$ cat src/pkg/ccs_defs.svh
// Constants of the control-channel slave: timing counts, address pattern and reset values.
`ifndef CCS_DEFS_SVH
`define CCS_DEFS_SVH

`define CCS_CLK_PERIOD_NS 4
`define CCS_BYPASS_WAIT_NS 1000000
`define CCS_BYPASS_WAIT_CYC (`CCS_BYPASS_WAIT_NS / `CCS_CLK_PERIOD_NS)
`define CCS_SLAVE_ADDR_HI 6'h24
`define CCS_RW_READ 1'b1
`define CCS_PTR_RESET 8'h00
`define CCS_BYTE_LAST_BIT 4'h8
`define CCS_SEND_LAST_BIT 4'h7
`define CCS_REG_ADDR_W 8
`define CCS_REG_DATA_W 8

`endif

$ cat src/pkg/ccs_pkg.sv
// Types shared by the control-channel slave, its assertion checks and its testbench.
package ccs_pkg;

   typedef enum logic [5:0] {
      CCS_ST_IDLE = 6'h01,
      CCS_ST_RECV = 6'h02,
      CCS_ST_ACK = 6'h04,
      CCS_ST_SEND = 6'h08,
      CCS_ST_MACK = 6'h10,
      CCS_ST_WAIT = 6'h20
   } ccs_state_t;

   typedef enum logic [1:0] {
      CCS_REM_START = 2'h0,
      CCS_REM_WRITE = 2'h1,
      CCS_REM_READ = 2'h2,
      CCS_REM_STOP = 2'h3
   } ccs_rem_op_t;

   typedef struct packed {
      ccs_rem_op_t op;
      logic is_reg_addr;
      logic [7:0] data;
   } ccs_rem_req_t;

   typedef struct packed {
      logic ack;
      logic [7:0] rdata;
   } ccs_rem_rsp_t;

endpackage

$ cat src/ccs_regmem.sv
// Register memory of the control-channel slave with a registered read port.
`timescale 1ns/1ps
module ccs_regmem
   import ccs_pkg::*;
#(
   parameter int AW = 8,
   parameter int DW = 8
)
(
   input wire logic clk,
   input wire logic we,
   input wire logic [AW-1:0] waddr,
   input wire logic [DW-1:0] wdata,
   input wire logic [AW-1:0] raddr,
   output logic [DW-1:0] rdata
);
   // No reset on the array, so it maps onto plain memory cells.
   logic [DW-1:0] mem [0:(1<<AW)-1];

   always_ff @(posedge clk)
   begin
      if (we)
      begin
         mem[waddr] <= wdata;
      end
   end

   always_ff @(posedge clk)
   begin
      rdata <= mem[raddr];
   end
endmodule

$ cat src/ccs_slave.sv
// Control-channel port: UART bypass pass-through and local I2C slave with remote forwarding.
// What this block does
// - In bypass, UART traffic passes through untouched, never decoded as commands.
// - In bypass, the local registers cannot be reached over the control channel.
// - Mode select driven high places the control channel in bypass mode.
// - Microcontroller on deserializer side: bypass becomes active 1ms after mode select rises.
// - Microcontroller on serializer side: bypass takes effect without added delay.
// - Bypass carries UART both ways at rates down to 10kbps.
// - A local I2C transaction to an address other than 100100X makes the far end act as I2C master.
// - Device may stretch SCL low; the master waits until it is released.
// - SDA and SCL are inputs and open-drain outputs, only pulled low or released.
// - SDA fall with SCL high is START, SDA rise with SCL high is STOP.
// - SDA stays unchanged while SCL is high; one bit per SCL pulse.
// - Ninth clock carries acknowledge: device acks writes, master acks reads.
// - Ack by default when unlocked; withhold when the unlocked-ack enable is low.
// - Respond to address byte 100100X0 for write and 100100X1 for read.
// - Bit after the seven address bits is direction: low write, high read.
// - First written byte loads the pointer; a STOP right after changes nothing else.
// - Write data goes to the pointed register, pointer incrementing after each byte.
// - Reads start at the stored pointer and increment after each returned byte.
// - After a master not-acknowledge the device stops driving data.
// - Command-byte-only select makes the first forwarded byte data, not register address.
// - Default bus address bit X follows the cable type select level.
// - Base mode runs half-duplex, bypass mode runs full-duplex.
`timescale 1ns/1ps
`include "ccs_defs.svh"
module ccs_slave
   import ccs_pkg::*;
#(
   parameter int BYPASS_WAIT_CYC = `CCS_BYPASS_WAIT_CYC
)
(
   input wire logic core_clk,
   input wire logic rst,
   input wire logic scl_in,
   output logic scl_out,
   output logic scl_oe_n,
   input wire logic sda_in,
   output logic sda_out,
   output logic sda_oe_n,
   input wire logic mode_select_input,
   input wire logic cable_type_select,
   input wire logic mcu_on_serializer_side,
   input wire logic local_ack_when_unlocked,
   input wire logic command_byte_only_select,
   input wire logic link_locked,
   input wire logic mcu_uart_in,
   output logic fwd_uart_out,
   input wire logic rev_uart_in,
   output logic mcu_uart_out,
   output logic bypass_active,
   output logic full_duplex,
   output logic rem_req_valid,
   output ccs_rem_req_t rem_req,
   input wire logic rem_done,
   input wire ccs_rem_rsp_t rem_rsp
);
   function automatic logic [7:0] ccs_inc8(input logic [7:0] v);
      ccs_inc8 = v + 8'h01;
   endfunction

   logic scl_s1, scl_s2, scl_s3, sda_s1, sda_s2, sda_s3;
   logic mode_s1, mode_s2, cab_s1, cab_s2;
   logic urx_s1, urx_s2, rev_s1, rev_s2;
   logic addr_x_reg;
   logic [1:0] addr_x_cnt_reg;
   logic [17:0] wait_cnt_reg;
   ccs_state_t state_reg;
   logic [3:0] bit_cnt_reg;
   logic [7:0] shift_reg, ptr_reg;
   logic addr_phase_reg, first_reg, dir_reg, fwd_reg, fetch_reg, nack_reg;
   logic mem_we_reg;
   logic [7:0] mem_waddr_reg, mem_wdata_reg, mem_rdata;
   logic scl_rise, scl_fall, start_det, stop_det, ack_ok, go_send;
   logic [6:0] own_addr;

   // Pins and the reverse link are asynchronous; each passes two flops first.
   always_ff @(posedge core_clk or posedge rst)
   begin
      if (rst)
      begin
         {scl_s1, scl_s2, scl_s3, sda_s1, sda_s2, sda_s3} <= 6'h3f;
         {mode_s1, mode_s2, cab_s1, cab_s2} <= 4'h0;
         {urx_s1, urx_s2, rev_s1, rev_s2} <= 4'hf;
      end
      else
      begin
         {scl_s1, scl_s2, scl_s3} <= {scl_in, scl_s1, scl_s2};
         {sda_s1, sda_s2, sda_s3} <= {sda_in, sda_s1, sda_s2};
         {mode_s1, mode_s2} <= {mode_select_input, mode_s1};
         {cab_s1, cab_s2} <= {cable_type_select, cab_s1};
         {urx_s1, urx_s2} <= {mcu_uart_in, urx_s1};
         {rev_s1, rev_s2} <= {rev_uart_in, rev_s1};
      end
   end

   assign scl_rise = scl_s2 & ~scl_s3;
   assign scl_fall = ~scl_s2 & scl_s3;
   assign start_det = scl_s2 & scl_s3 & sda_s3 & ~sda_s2;
   assign stop_det = scl_s2 & scl_s3 & ~sda_s3 & sda_s2;
   assign ack_ok = link_locked | local_ack_when_unlocked;
   assign own_addr = {`CCS_SLAVE_ADDR_HI, addr_x_reg};
   assign go_send = (state_reg == CCS_ST_ACK) ? dir_reg : ~nack_reg;

   // The strap is copied until its synchroniser holds a real sample, then frozen.
   always_ff @(posedge core_clk or posedge rst)
   begin
      if (rst)
      begin
         addr_x_reg <= 1'b0;
         addr_x_cnt_reg <= 2'h0;
      end
      else if (addr_x_cnt_reg != 2'h3)
      begin
         addr_x_reg <= cab_s2;
         addr_x_cnt_reg <= addr_x_cnt_reg + 2'h1;
      end
   end

   // Bypass entry; the wait is dropped at once when mode select falls.
   always_ff @(posedge core_clk or posedge rst)
   begin
      if (rst)
      begin
         wait_cnt_reg <= 18'h00000;
         bypass_active <= 1'b0;
         full_duplex <= 1'b0;
      end
      else if (!mode_s2)
      begin
         wait_cnt_reg <= 18'h00000;
         bypass_active <= 1'b0;
         full_duplex <= 1'b0;
      end
      else if (mcu_on_serializer_side)
      begin
         bypass_active <= 1'b1;
         full_duplex <= 1'b1;
      end
      else if (wait_cnt_reg >= 18'(BYPASS_WAIT_CYC - 1))
      begin
         bypass_active <= 1'b1;
         full_duplex <= 1'b1;
      end
      else
      begin
         wait_cnt_reg <= wait_cnt_reg + 18'h00001;
      end
   end

   // Bit-level copy in both directions, so any UART rate passes; idle level is high.
   always_ff @(posedge core_clk or posedge rst)
   begin
      if (rst)
      begin
         fwd_uart_out <= 1'b1;
         mcu_uart_out <= 1'b1;
      end
      else
      begin
         fwd_uart_out <= bypass_active ? urx_s2 : 1'b1;
         mcu_uart_out <= bypass_active ? rev_s2 : 1'b1;
      end
   end

   // Both pins are only ever pulled low; the wire level comes from the pull-ups.
   always_ff @(posedge core_clk or posedge rst)
   begin
      if (rst)
      begin
         scl_out <= 1'b0;
         sda_out <= 1'b0;
         scl_oe_n <= 1'b1;
      end
      else
      begin
         scl_out <= 1'b0;
         sda_out <= 1'b0;
         // Released one cycle after SDA is set up, so SDA never moves with SCL rising.
         scl_oe_n <= (state_reg != CCS_ST_WAIT);
      end
   end

   // I2C byte engine: bits sampled on SCL rise, SDA changed only after SCL fall.
   always_ff @(posedge core_clk or posedge rst)
   begin
      if (rst)
      begin
         state_reg <= CCS_ST_IDLE;
         bit_cnt_reg <= 4'h0;
         shift_reg <= 8'h00;
         ptr_reg <= `CCS_PTR_RESET;
         {addr_phase_reg, first_reg, dir_reg, fwd_reg, fetch_reg, nack_reg} <= 6'h00;
         sda_oe_n <= 1'b1;
         mem_we_reg <= 1'b0;
         mem_waddr_reg <= 8'h00;
         mem_wdata_reg <= 8'h00;
         rem_req_valid <= 1'b0;
         rem_req <= '0;
      end
      else
      begin
         mem_we_reg <= 1'b0;
         rem_req_valid <= 1'b0;
         if (mode_s2)
         begin
            state_reg <= CCS_ST_IDLE;
            sda_oe_n <= 1'b1;
            fwd_reg <= 1'b0;
         end
         else if (start_det)
         begin
            state_reg <= CCS_ST_RECV;
            bit_cnt_reg <= 4'h0;
            addr_phase_reg <= 1'b1;
            sda_oe_n <= 1'b1;
         end
         else if (stop_det)
         begin
            // A STOP after the pointer byte leaves only the pointer changed.
            state_reg <= CCS_ST_IDLE;
            sda_oe_n <= 1'b1;
            fwd_reg <= 1'b0;
            if (fwd_reg)
            begin
               rem_req_valid <= 1'b1;
               rem_req <= '{op: CCS_REM_STOP, is_reg_addr: 1'b0, data: 8'h00};
            end
         end
         else
         begin
            unique case (state_reg)
               CCS_ST_IDLE:
               begin
               end
               CCS_ST_RECV:
               begin
                  if (scl_rise)
                  begin
                     shift_reg <= {shift_reg[6:0], sda_s2};
                     bit_cnt_reg <= bit_cnt_reg + 4'h1;
                  end
                  else if (scl_fall && bit_cnt_reg == `CCS_BYTE_LAST_BIT)
                  begin
                     first_reg <= addr_phase_reg;
                     if (addr_phase_reg)
                     begin
                        addr_phase_reg <= 1'b0;
                        dir_reg <= (shift_reg[0] == `CCS_RW_READ);
                        if (shift_reg[7:1] == own_addr)
                        begin
                           fwd_reg <= 1'b0;
                           sda_oe_n <= ~ack_ok;
                           state_reg <= ack_ok ? CCS_ST_ACK : CCS_ST_IDLE;
                        end
                        else
                        begin
                           fwd_reg <= 1'b1;
                           fetch_reg <= 1'b0;
                           rem_req_valid <= 1'b1;
                           rem_req <= '{op: CCS_REM_START, is_reg_addr: 1'b0, data: shift_reg};
                           state_reg <= CCS_ST_WAIT;
                        end
                     end
                     else if (fwd_reg)
                     begin
                        fetch_reg <= 1'b0;
                        rem_req_valid <= 1'b1;
                        rem_req <= '{op: CCS_REM_WRITE, is_reg_addr: first_reg & ~command_byte_only_select,
                                     data: shift_reg};
                        state_reg <= CCS_ST_WAIT;
                     end
                     else
                     begin
                        if (first_reg)
                        begin
                           ptr_reg <= shift_reg;
                        end
                        else
                        begin
                           mem_we_reg <= 1'b1;
                           mem_waddr_reg <= ptr_reg;
                           mem_wdata_reg <= shift_reg;
                           ptr_reg <= ccs_inc8(ptr_reg);
                        end
                        sda_oe_n <= ~ack_ok;
                        state_reg <= ack_ok ? CCS_ST_ACK : CCS_ST_IDLE;
                     end
                  end
               end
               CCS_ST_ACK, CCS_ST_MACK:
               begin
                  if (scl_rise && state_reg == CCS_ST_MACK)
                  begin
                     nack_reg <= sda_s2;
                  end
                  else if (scl_fall)
                  begin
                     sda_oe_n <= 1'b1;
                     bit_cnt_reg <= 4'h0;
                     if (!dir_reg)
                     begin
                        state_reg <= CCS_ST_RECV;
                     end
                     else if (!go_send)
                     begin
                        state_reg <= CCS_ST_IDLE;
                     end
                     else if (fwd_reg)
                     begin
                        fetch_reg <= 1'b1;
                        rem_req_valid <= 1'b1;
                        rem_req <= '{op: CCS_REM_READ, is_reg_addr: 1'b0, data: 8'h00};
                        state_reg <= CCS_ST_WAIT;
                     end
                     else
                     begin
                        shift_reg <= mem_rdata;
                        sda_oe_n <= mem_rdata[7];
                        ptr_reg <= ccs_inc8(ptr_reg);
                        state_reg <= CCS_ST_SEND;
                     end
                  end
               end
               CCS_ST_SEND:
               begin
                  if (scl_fall)
                  begin
                     if (bit_cnt_reg == `CCS_SEND_LAST_BIT)
                     begin
                        sda_oe_n <= 1'b1;
                        state_reg <= CCS_ST_MACK;
                     end
                     else
                     begin
                        shift_reg <= {shift_reg[6:0], 1'b0};
                        sda_oe_n <= shift_reg[6];
                        bit_cnt_reg <= bit_cnt_reg + 4'h1;
                     end
                  end
               end
               CCS_ST_WAIT:
               begin
                  // SCL is held low here, so SDA may change freely.
                  if (rem_done)
                  begin
                     bit_cnt_reg <= 4'h0;
                     if (fetch_reg)
                     begin
                        shift_reg <= rem_rsp.rdata;
                        sda_oe_n <= rem_rsp.rdata[7];
                        state_reg <= CCS_ST_SEND;
                     end
                     else if (rem_rsp.ack && ack_ok)
                     begin
                        sda_oe_n <= 1'b0;
                        state_reg <= CCS_ST_ACK;
                     end
                     else
                     begin
                        state_reg <= CCS_ST_IDLE;
                     end
                  end
               end
            endcase
         end
      end
   end

   // Read data follow the pointer one cycle late; SCL edges are far slower than that.
   ccs_regmem #(
      .AW(`CCS_REG_ADDR_W),
      .DW(`CCS_REG_DATA_W)
   ) u_regmem (
      .clk(core_clk),
      .we(mem_we_reg),
      .waddr(mem_waddr_reg),
      .wdata(mem_wdata_reg),
      .raddr(ptr_reg),
      .rdata(mem_rdata)
   );
endmodule

$ cat config.mk
export PLATFORM = sky130hd
export DESIGN_NAME = ccs_slave
export DESIGN_NICKNAME = d
export VERILOG_FILES = /design/src/pkg/ccs_pkg.sv /design/src/ccs_regmem.sv /design/src/ccs_slave.sv
export VERILOG_INCLUDE_DIRS = /design/src /design/src/pkg
export SDC_FILE = /design/constraint.sdc
export NUM_CORES = 2
export LEC_CHECK = 0
export BUFFER_PORTS_ARGS = -buffer_cell sky130_fd_sc_hd__clkbuf_2
export CORE_UTILIZATION = 57
export CTS_CLUSTER_SIZE = 28
export DETAILED_ROUTE_END_ITERATION = 12
export PLACE_DENSITY_LB_ADDON = 0.05
export SLEW_MARGIN = 40
export SYNTH_ARGS = -nofsm -noshare
export SYNTH_HDL_FRONTEND = slang
export SYNTH_SLANG_ARGS = --single-unit
$ cat constraint.sdc
create_clock -name core_clk -period 4.2 [get_ports core_clk]
set_clock_uncertainty 0.1 [all_clocks]
set_input_delay 0.42 -clock core_clk [delete_from_list [all_inputs] [get_ports core_clk]]
set_output_delay 0.42 -clock core_clk [all_outputs]
set_load 0.01 [all_outputs]
## Word level (Yosys, flattened, before mapping)

Memory sizes are Yosys's and may differ from the RTL's. A register that Yosys moved wholly into a read port is not among the register bits.
Cells that the tools add are included.

| operators by class | value |
|---|---|
| reductions and logical operators | 28 |
| multiplexer cells | 139 |
| magnitude comparators | 1 |
| add/subtract/negate cells | 4 |
| bitwise operators | 23 |
| equality and inequality tests | 60 |

Operators with widths:

| cell | number |
|---|---|
| two-way mux 8 bit | 20 |
| two-way mux 11 bit | 12 |
| two-way mux 6 bit | 16 |
| two-way mux 1 bit | 69 |
| two-way mux 18 bit | 3 |
| != test 5 bit (second input constant) | 9 |
| != test 2 bit (second input constant) | 21 |
| != test 3 bit (second input constant) | 14 |
| AND reduction 13 bit | 3 |
| two-way mux 4 bit | 9 |
| case mux 8 bit (4 select lines) | 1 |
| != test 6 bit (second input constant) | 4 |
| case mux 6 bit (4 select lines) | 1 |
| case mux 11 bit (2 select lines) | 1 |
| adder 18 x 1 -> 18 bit (second input constant) | 1 |
| greater-or-equal comparator 18 bit (second input constant) | 1 |
| AND reduction 9 bit | 2 |
| case mux 4 bit (4 select lines) | 1 |
| case mux 8 bit (2 select lines) | 1 |
| AND reduction 5 bit | 3 |
| inverter 1 bit | 14 |
| AND reduction 14 bit | 1 |
| nonzero test 3 bit | 4 |
| AND reduction 10 bit | 1 |
| 29 further kinds | 43 |

| word-level totals | value |
|---|---|
| bits in registers | 101 |
| logic and storage cells | 295 |
| input bits | 22 |
| RAM bits | 2048 |
| memories kept | 1 |
| output and inout port bits | 20 |

Memories:

| name | words | bits a word | rd ports | clocked after memory_dff | wr ports | line | source |
|---|---|---|---|---|---|---|---|
| u_regmem.mem | 256 | 8 | 1 | 1 | 1 | ccs_regmem.sv:18 | `logic [DW-1:0] mem [0:(1<<AW)-1];` |

## Longest topological paths before layout

| depth | value |
|---|---|
| depth after elaboration | 10 |
| mapped depth | 13 |
| depth with buffers taken out | 8 |

## By module

A second synthesis with hierarchy kept.

| second synthesis, totals | value |
|---|---|
| cell total of the unflattened synthesis | 4316 |
| area total of the unflattened synthesis | 85075.3 um^2 |

Modules (own cells, without submodules):

| module | times used | cells each | sequential area each (um^2) | area each (um^2) |
|---|---|---|---|---|
| ccs_regmem | 1 | 3793 | 61659.1 | 79600.1 |
| ccs_slave | 1 | 523 | 2546.2 | 5475.3 |

## Worst setup path after synthesis

No wires, ideal clock.

| path | value |
|---|---|
| path kind | reg-to-reg |
| from | reg mem_wdata_reg[0] |
| to | mem u_regmem.mem[0][0], data pin |
| arrival time | 3.183 ns |
| setup slack | 0.113 ns |
| required time | 3.296 ns |
| setup time | 0.804 ns |
| path buffers | 0 |
| stages on the path, launching flop included | 1 |
| clock period less this slack | 4.087 ns |
| path through | dfrtp_1 |

RTL lines:

| element | line | source |
|---|---|---|
| start, declared | ccs_slave.sv:73 | `logic [7:0] mem_waddr_reg, mem_wdata_reg, mem_rdata;` |
| start signal, assigned | ccs_slave.sv:283 | `mem_wdata_reg <= shift_reg;` |
| end, declared | ccs_regmem.sv:18 |  |

No word-level cell before the write port.

==> metrics <==
Post-Syn Area=84700 um2; hold path start=rem_rsp[8]; largest net degree at the start of global routing=133; switching part of the total power=0.263; Max Fanout on Critical Path=36; Final #Nets=4423; Max IR drop VDD=0.000363 V; Clock Latency Late Sink=0.82 ns; Max Slew Vio Count=0; critical path's most frequent cell=buf_12; Yosys top cell by area=edfxtp_1; Worst path slowest cell=a2111oi_1; final-report hold violation count=0; P&R area growth vs syn=12.7%; vias in the first global route=42100; Post-synth EDFFs=2048; Fmax achieved=258 MHz; worst slew pin tran=0.915 ns; Syn. warnings=0; per-cell routed wire length=33.7 um; Fin Setup TNS=0 ns; initial antenna violation count=7; minimum clock period=3.87 ns; Seq/Total Area, Yosys=0.758; first-pass GRT wire length=311 mm; Crit Path Class=reg2reg; Post-CTS Setup Repair Bufs=0; startpoint types=register; vias per cell=6.68; leak pwr=34.2 nW; Clk Tree Root Cell=clkbuf_16; Syn Area/Cell=20.5 um2; TritonCTS buffer count=210; # IOs=42; Area contributors post-synth=edfxtp_1 (73%), mux4_2 (14%), dfrtp_1 (2.5%); Worst-path clk slew=0.06 ns; clk buf depth=3; Starting Density=0.574; Async SR Flop Fraction=0.0468; # hold bufs at CTS=17; Primary FF master, synth=edfxtp_1; Initial DRC Count=5123; GRT overflow=0; fin crit share=0.922; die width=387 um; # setup viols final=0; share of cells above drive strength 1=0.283; final std cells w/o fill=6500; crit path cell chain=buf_12, buf_12, buf_4, mux4_2, nor2b_1, a211oi_1, a211oi_2, a2111oi_1, o31ai_1; Vias=43400; TritonRoute pass-1 iters=7; most common cell after layout, fill and taps aside=edfxtp_1; critical path launch point=ptr_reg[0]; Max stage delay on crit path=0.86 ns; die area=150000 um2; Worst setup EP type=register; Netlist cell types=85; status=complete, no violations; detailed placement HPWL=137 mm; clock sinks=2157; area share of the largest cell type after synthesis=0.726; post_cts resized=0; Pwr Density=543 nW/um2; commonest non-fill, non-tap cells in the layout=edfxtp_1 (2048), mux4_2 (520), clkbuf_16 (215); Cell Rows=141; Final ANT Viol Nets=0; FILL cells=9888; Syn Inst Count=4139; internal cell power=0.0382 W; Combinational Power Share=0.182; max_slew headroom=0.387; GRT Total Usage=0.293; Crit path max-delay family=compound AO/OA/AOI/OAI gates; final wirelength=219 mm; Seq pwr share=0.465; Synth Register Bits=2157; RSZ-0062 raised after global routing=no; Port Buffers=39; R2R Path Start=ptr_reg[0]; placed cells=6096; Max Cap Viol=0; Hold WC Path Type=in2reg; max FFs per register=2048; gpl congestion=0.904; Buf+Inv Stages, Crit Path=3; CTS tree=done; total chip power=0.0518 W; required time of the worst setup path=4.76 ns; die height=387 um; Clk pwr share=0.352; H-tree depth=4; DRC viols=0; Psw=0.0136 W; CP Data Arrival Time=4.43 ns; Core ar.=148000 um2
## area by class of cell
cell class                      instances  area [um2]  share of cell area
Antenna cell                            1        2.50           0.0000262
Clock inverter                        114         987              0.0103
Multi-Input combinational cell       1714       19400               0.203
Sequential cell                      2157       64300               0.673
Tap cell                             1930        2410              0.0253
Inverter                               23        91.3            0.000957
Clock buffer                          271        5630              0.0590
Timing Repair Buffer                  290        2710              0.0284
## per-stage QoR
stage	instance area, um2	util	hold WS [ns]	setup slack, ns
global placement	88200	0.597	0.236	0.163
CTS	95300	0.645	0.0320	0.407
floorplan	84700	-	0.231	0.113
global route	95500	0.646	0.0680	0.310
finish	95500	0.646	0.0657	0.328
detailed placement	88500	0.599	0.235	0.414
## cells in the mapped netlist (12+ instances only)
| cell | instances |
|---|---|
| nand2_1 | 134 |
| o21ai_0 | 76 |
| clkbuf_1 | 107 |
| a22oi_1 | 33 |
| a31oi_1 | 13 |
| nor2_1 | 312 |
| mux4_2 | 520 |
| mux2_2 | 14 |
| o221ai_1 | 23 |
| a211oi_1 | 12 |
| a21oi_1 | 100 |
| dfrtp_1 | 86 |
| buf_2 | 54 |
| mux2i_1 | 144 |
| edfxtp_1 | 2048 |
| o22ai_1 | 19 |
| nand2b_1 | 13 |
| dfstp_2 | 15 |
| buf_1 | 20 |
| a22o_1 | 12 |
| nand3_1 | 35 |
| a221oi_1 | 39 |
| inv_1 | 22 |
| buf_4 | 20 |
| nor3_1 | 19 |
| nor2b_1 | 23 |
| buf_6 | 37 |
## cell families after synthesis
| group | Yosys count | share of synthesized area |
|---|---|---|
| flops | 2157 | 0.758 |
| mux | 689 | 0.159 |
| simple gates | 609 | 0.0319 |
| compound gates | 401 | 0.0313 |
| buf+inv | 269 | 0.0181 |
| xor+xnor | 8 | 0.000827 |
| fa+ha+maj | 5 | 0.000739 |
| other cells | 1 | 0.0000443 |
## layer usage
layer / share of wire / up-vias / GRT usage
li1: - / 17600 / -
met1: 0.42 / 23100 / 0.449
met2: 0.46 / 2306 / 0.430
met3: 0.095 / 381 / 0.0602
met4: 0.031 / 4 / 0.0923
met5: 0.00011 / - / 0
## final timing paths
kind	to	slack (ns)	depth (start not counted)
worst min-delay path	state_reg[2]	0.07	4
worst max register to register	u_regmem.rdata[0]	0.33	9
worst min register to register	cab_s2	0.25	0
worst max-delay path	u_regmem.rdata[0]	0.33	9
min in group asynchronous	wait_cnt_reg[15]	0.16	3
max in group asynchronous	ptr_reg[2]	2.93	4
## worst register-to-register path: stages, from the launching register on
cell	delay [ns]
dfrtp_4	0.65
buf_12	0.24
buf_12	0.30
buf_4	0.30
mux4_2	0.58
nor2b_1	0.16
a211oi_1	0.26
a211oi_2	0.15
a2111oi_1	0.86
o31ai_1	0.11
## power by group through the flow
| stage | registers (W) | logic [W] | clock network, W |
|---|---|---|---|
| global placement | 0.0246 | 0.00943 | 0 |
| floorplan | 0.0244 | 0.00678 | 0 |
| detailed placement | 0.0246 | 0.00949 | 0 |
| CTS | 0.0241 | 0.00952 | 0.0185 |
| global route | 0.0241 | 0.00996 | 0.0192 |
| finish | 0.0241 | 0.00945 | 0.0183 |
Power figures use the tool's default switching activity.
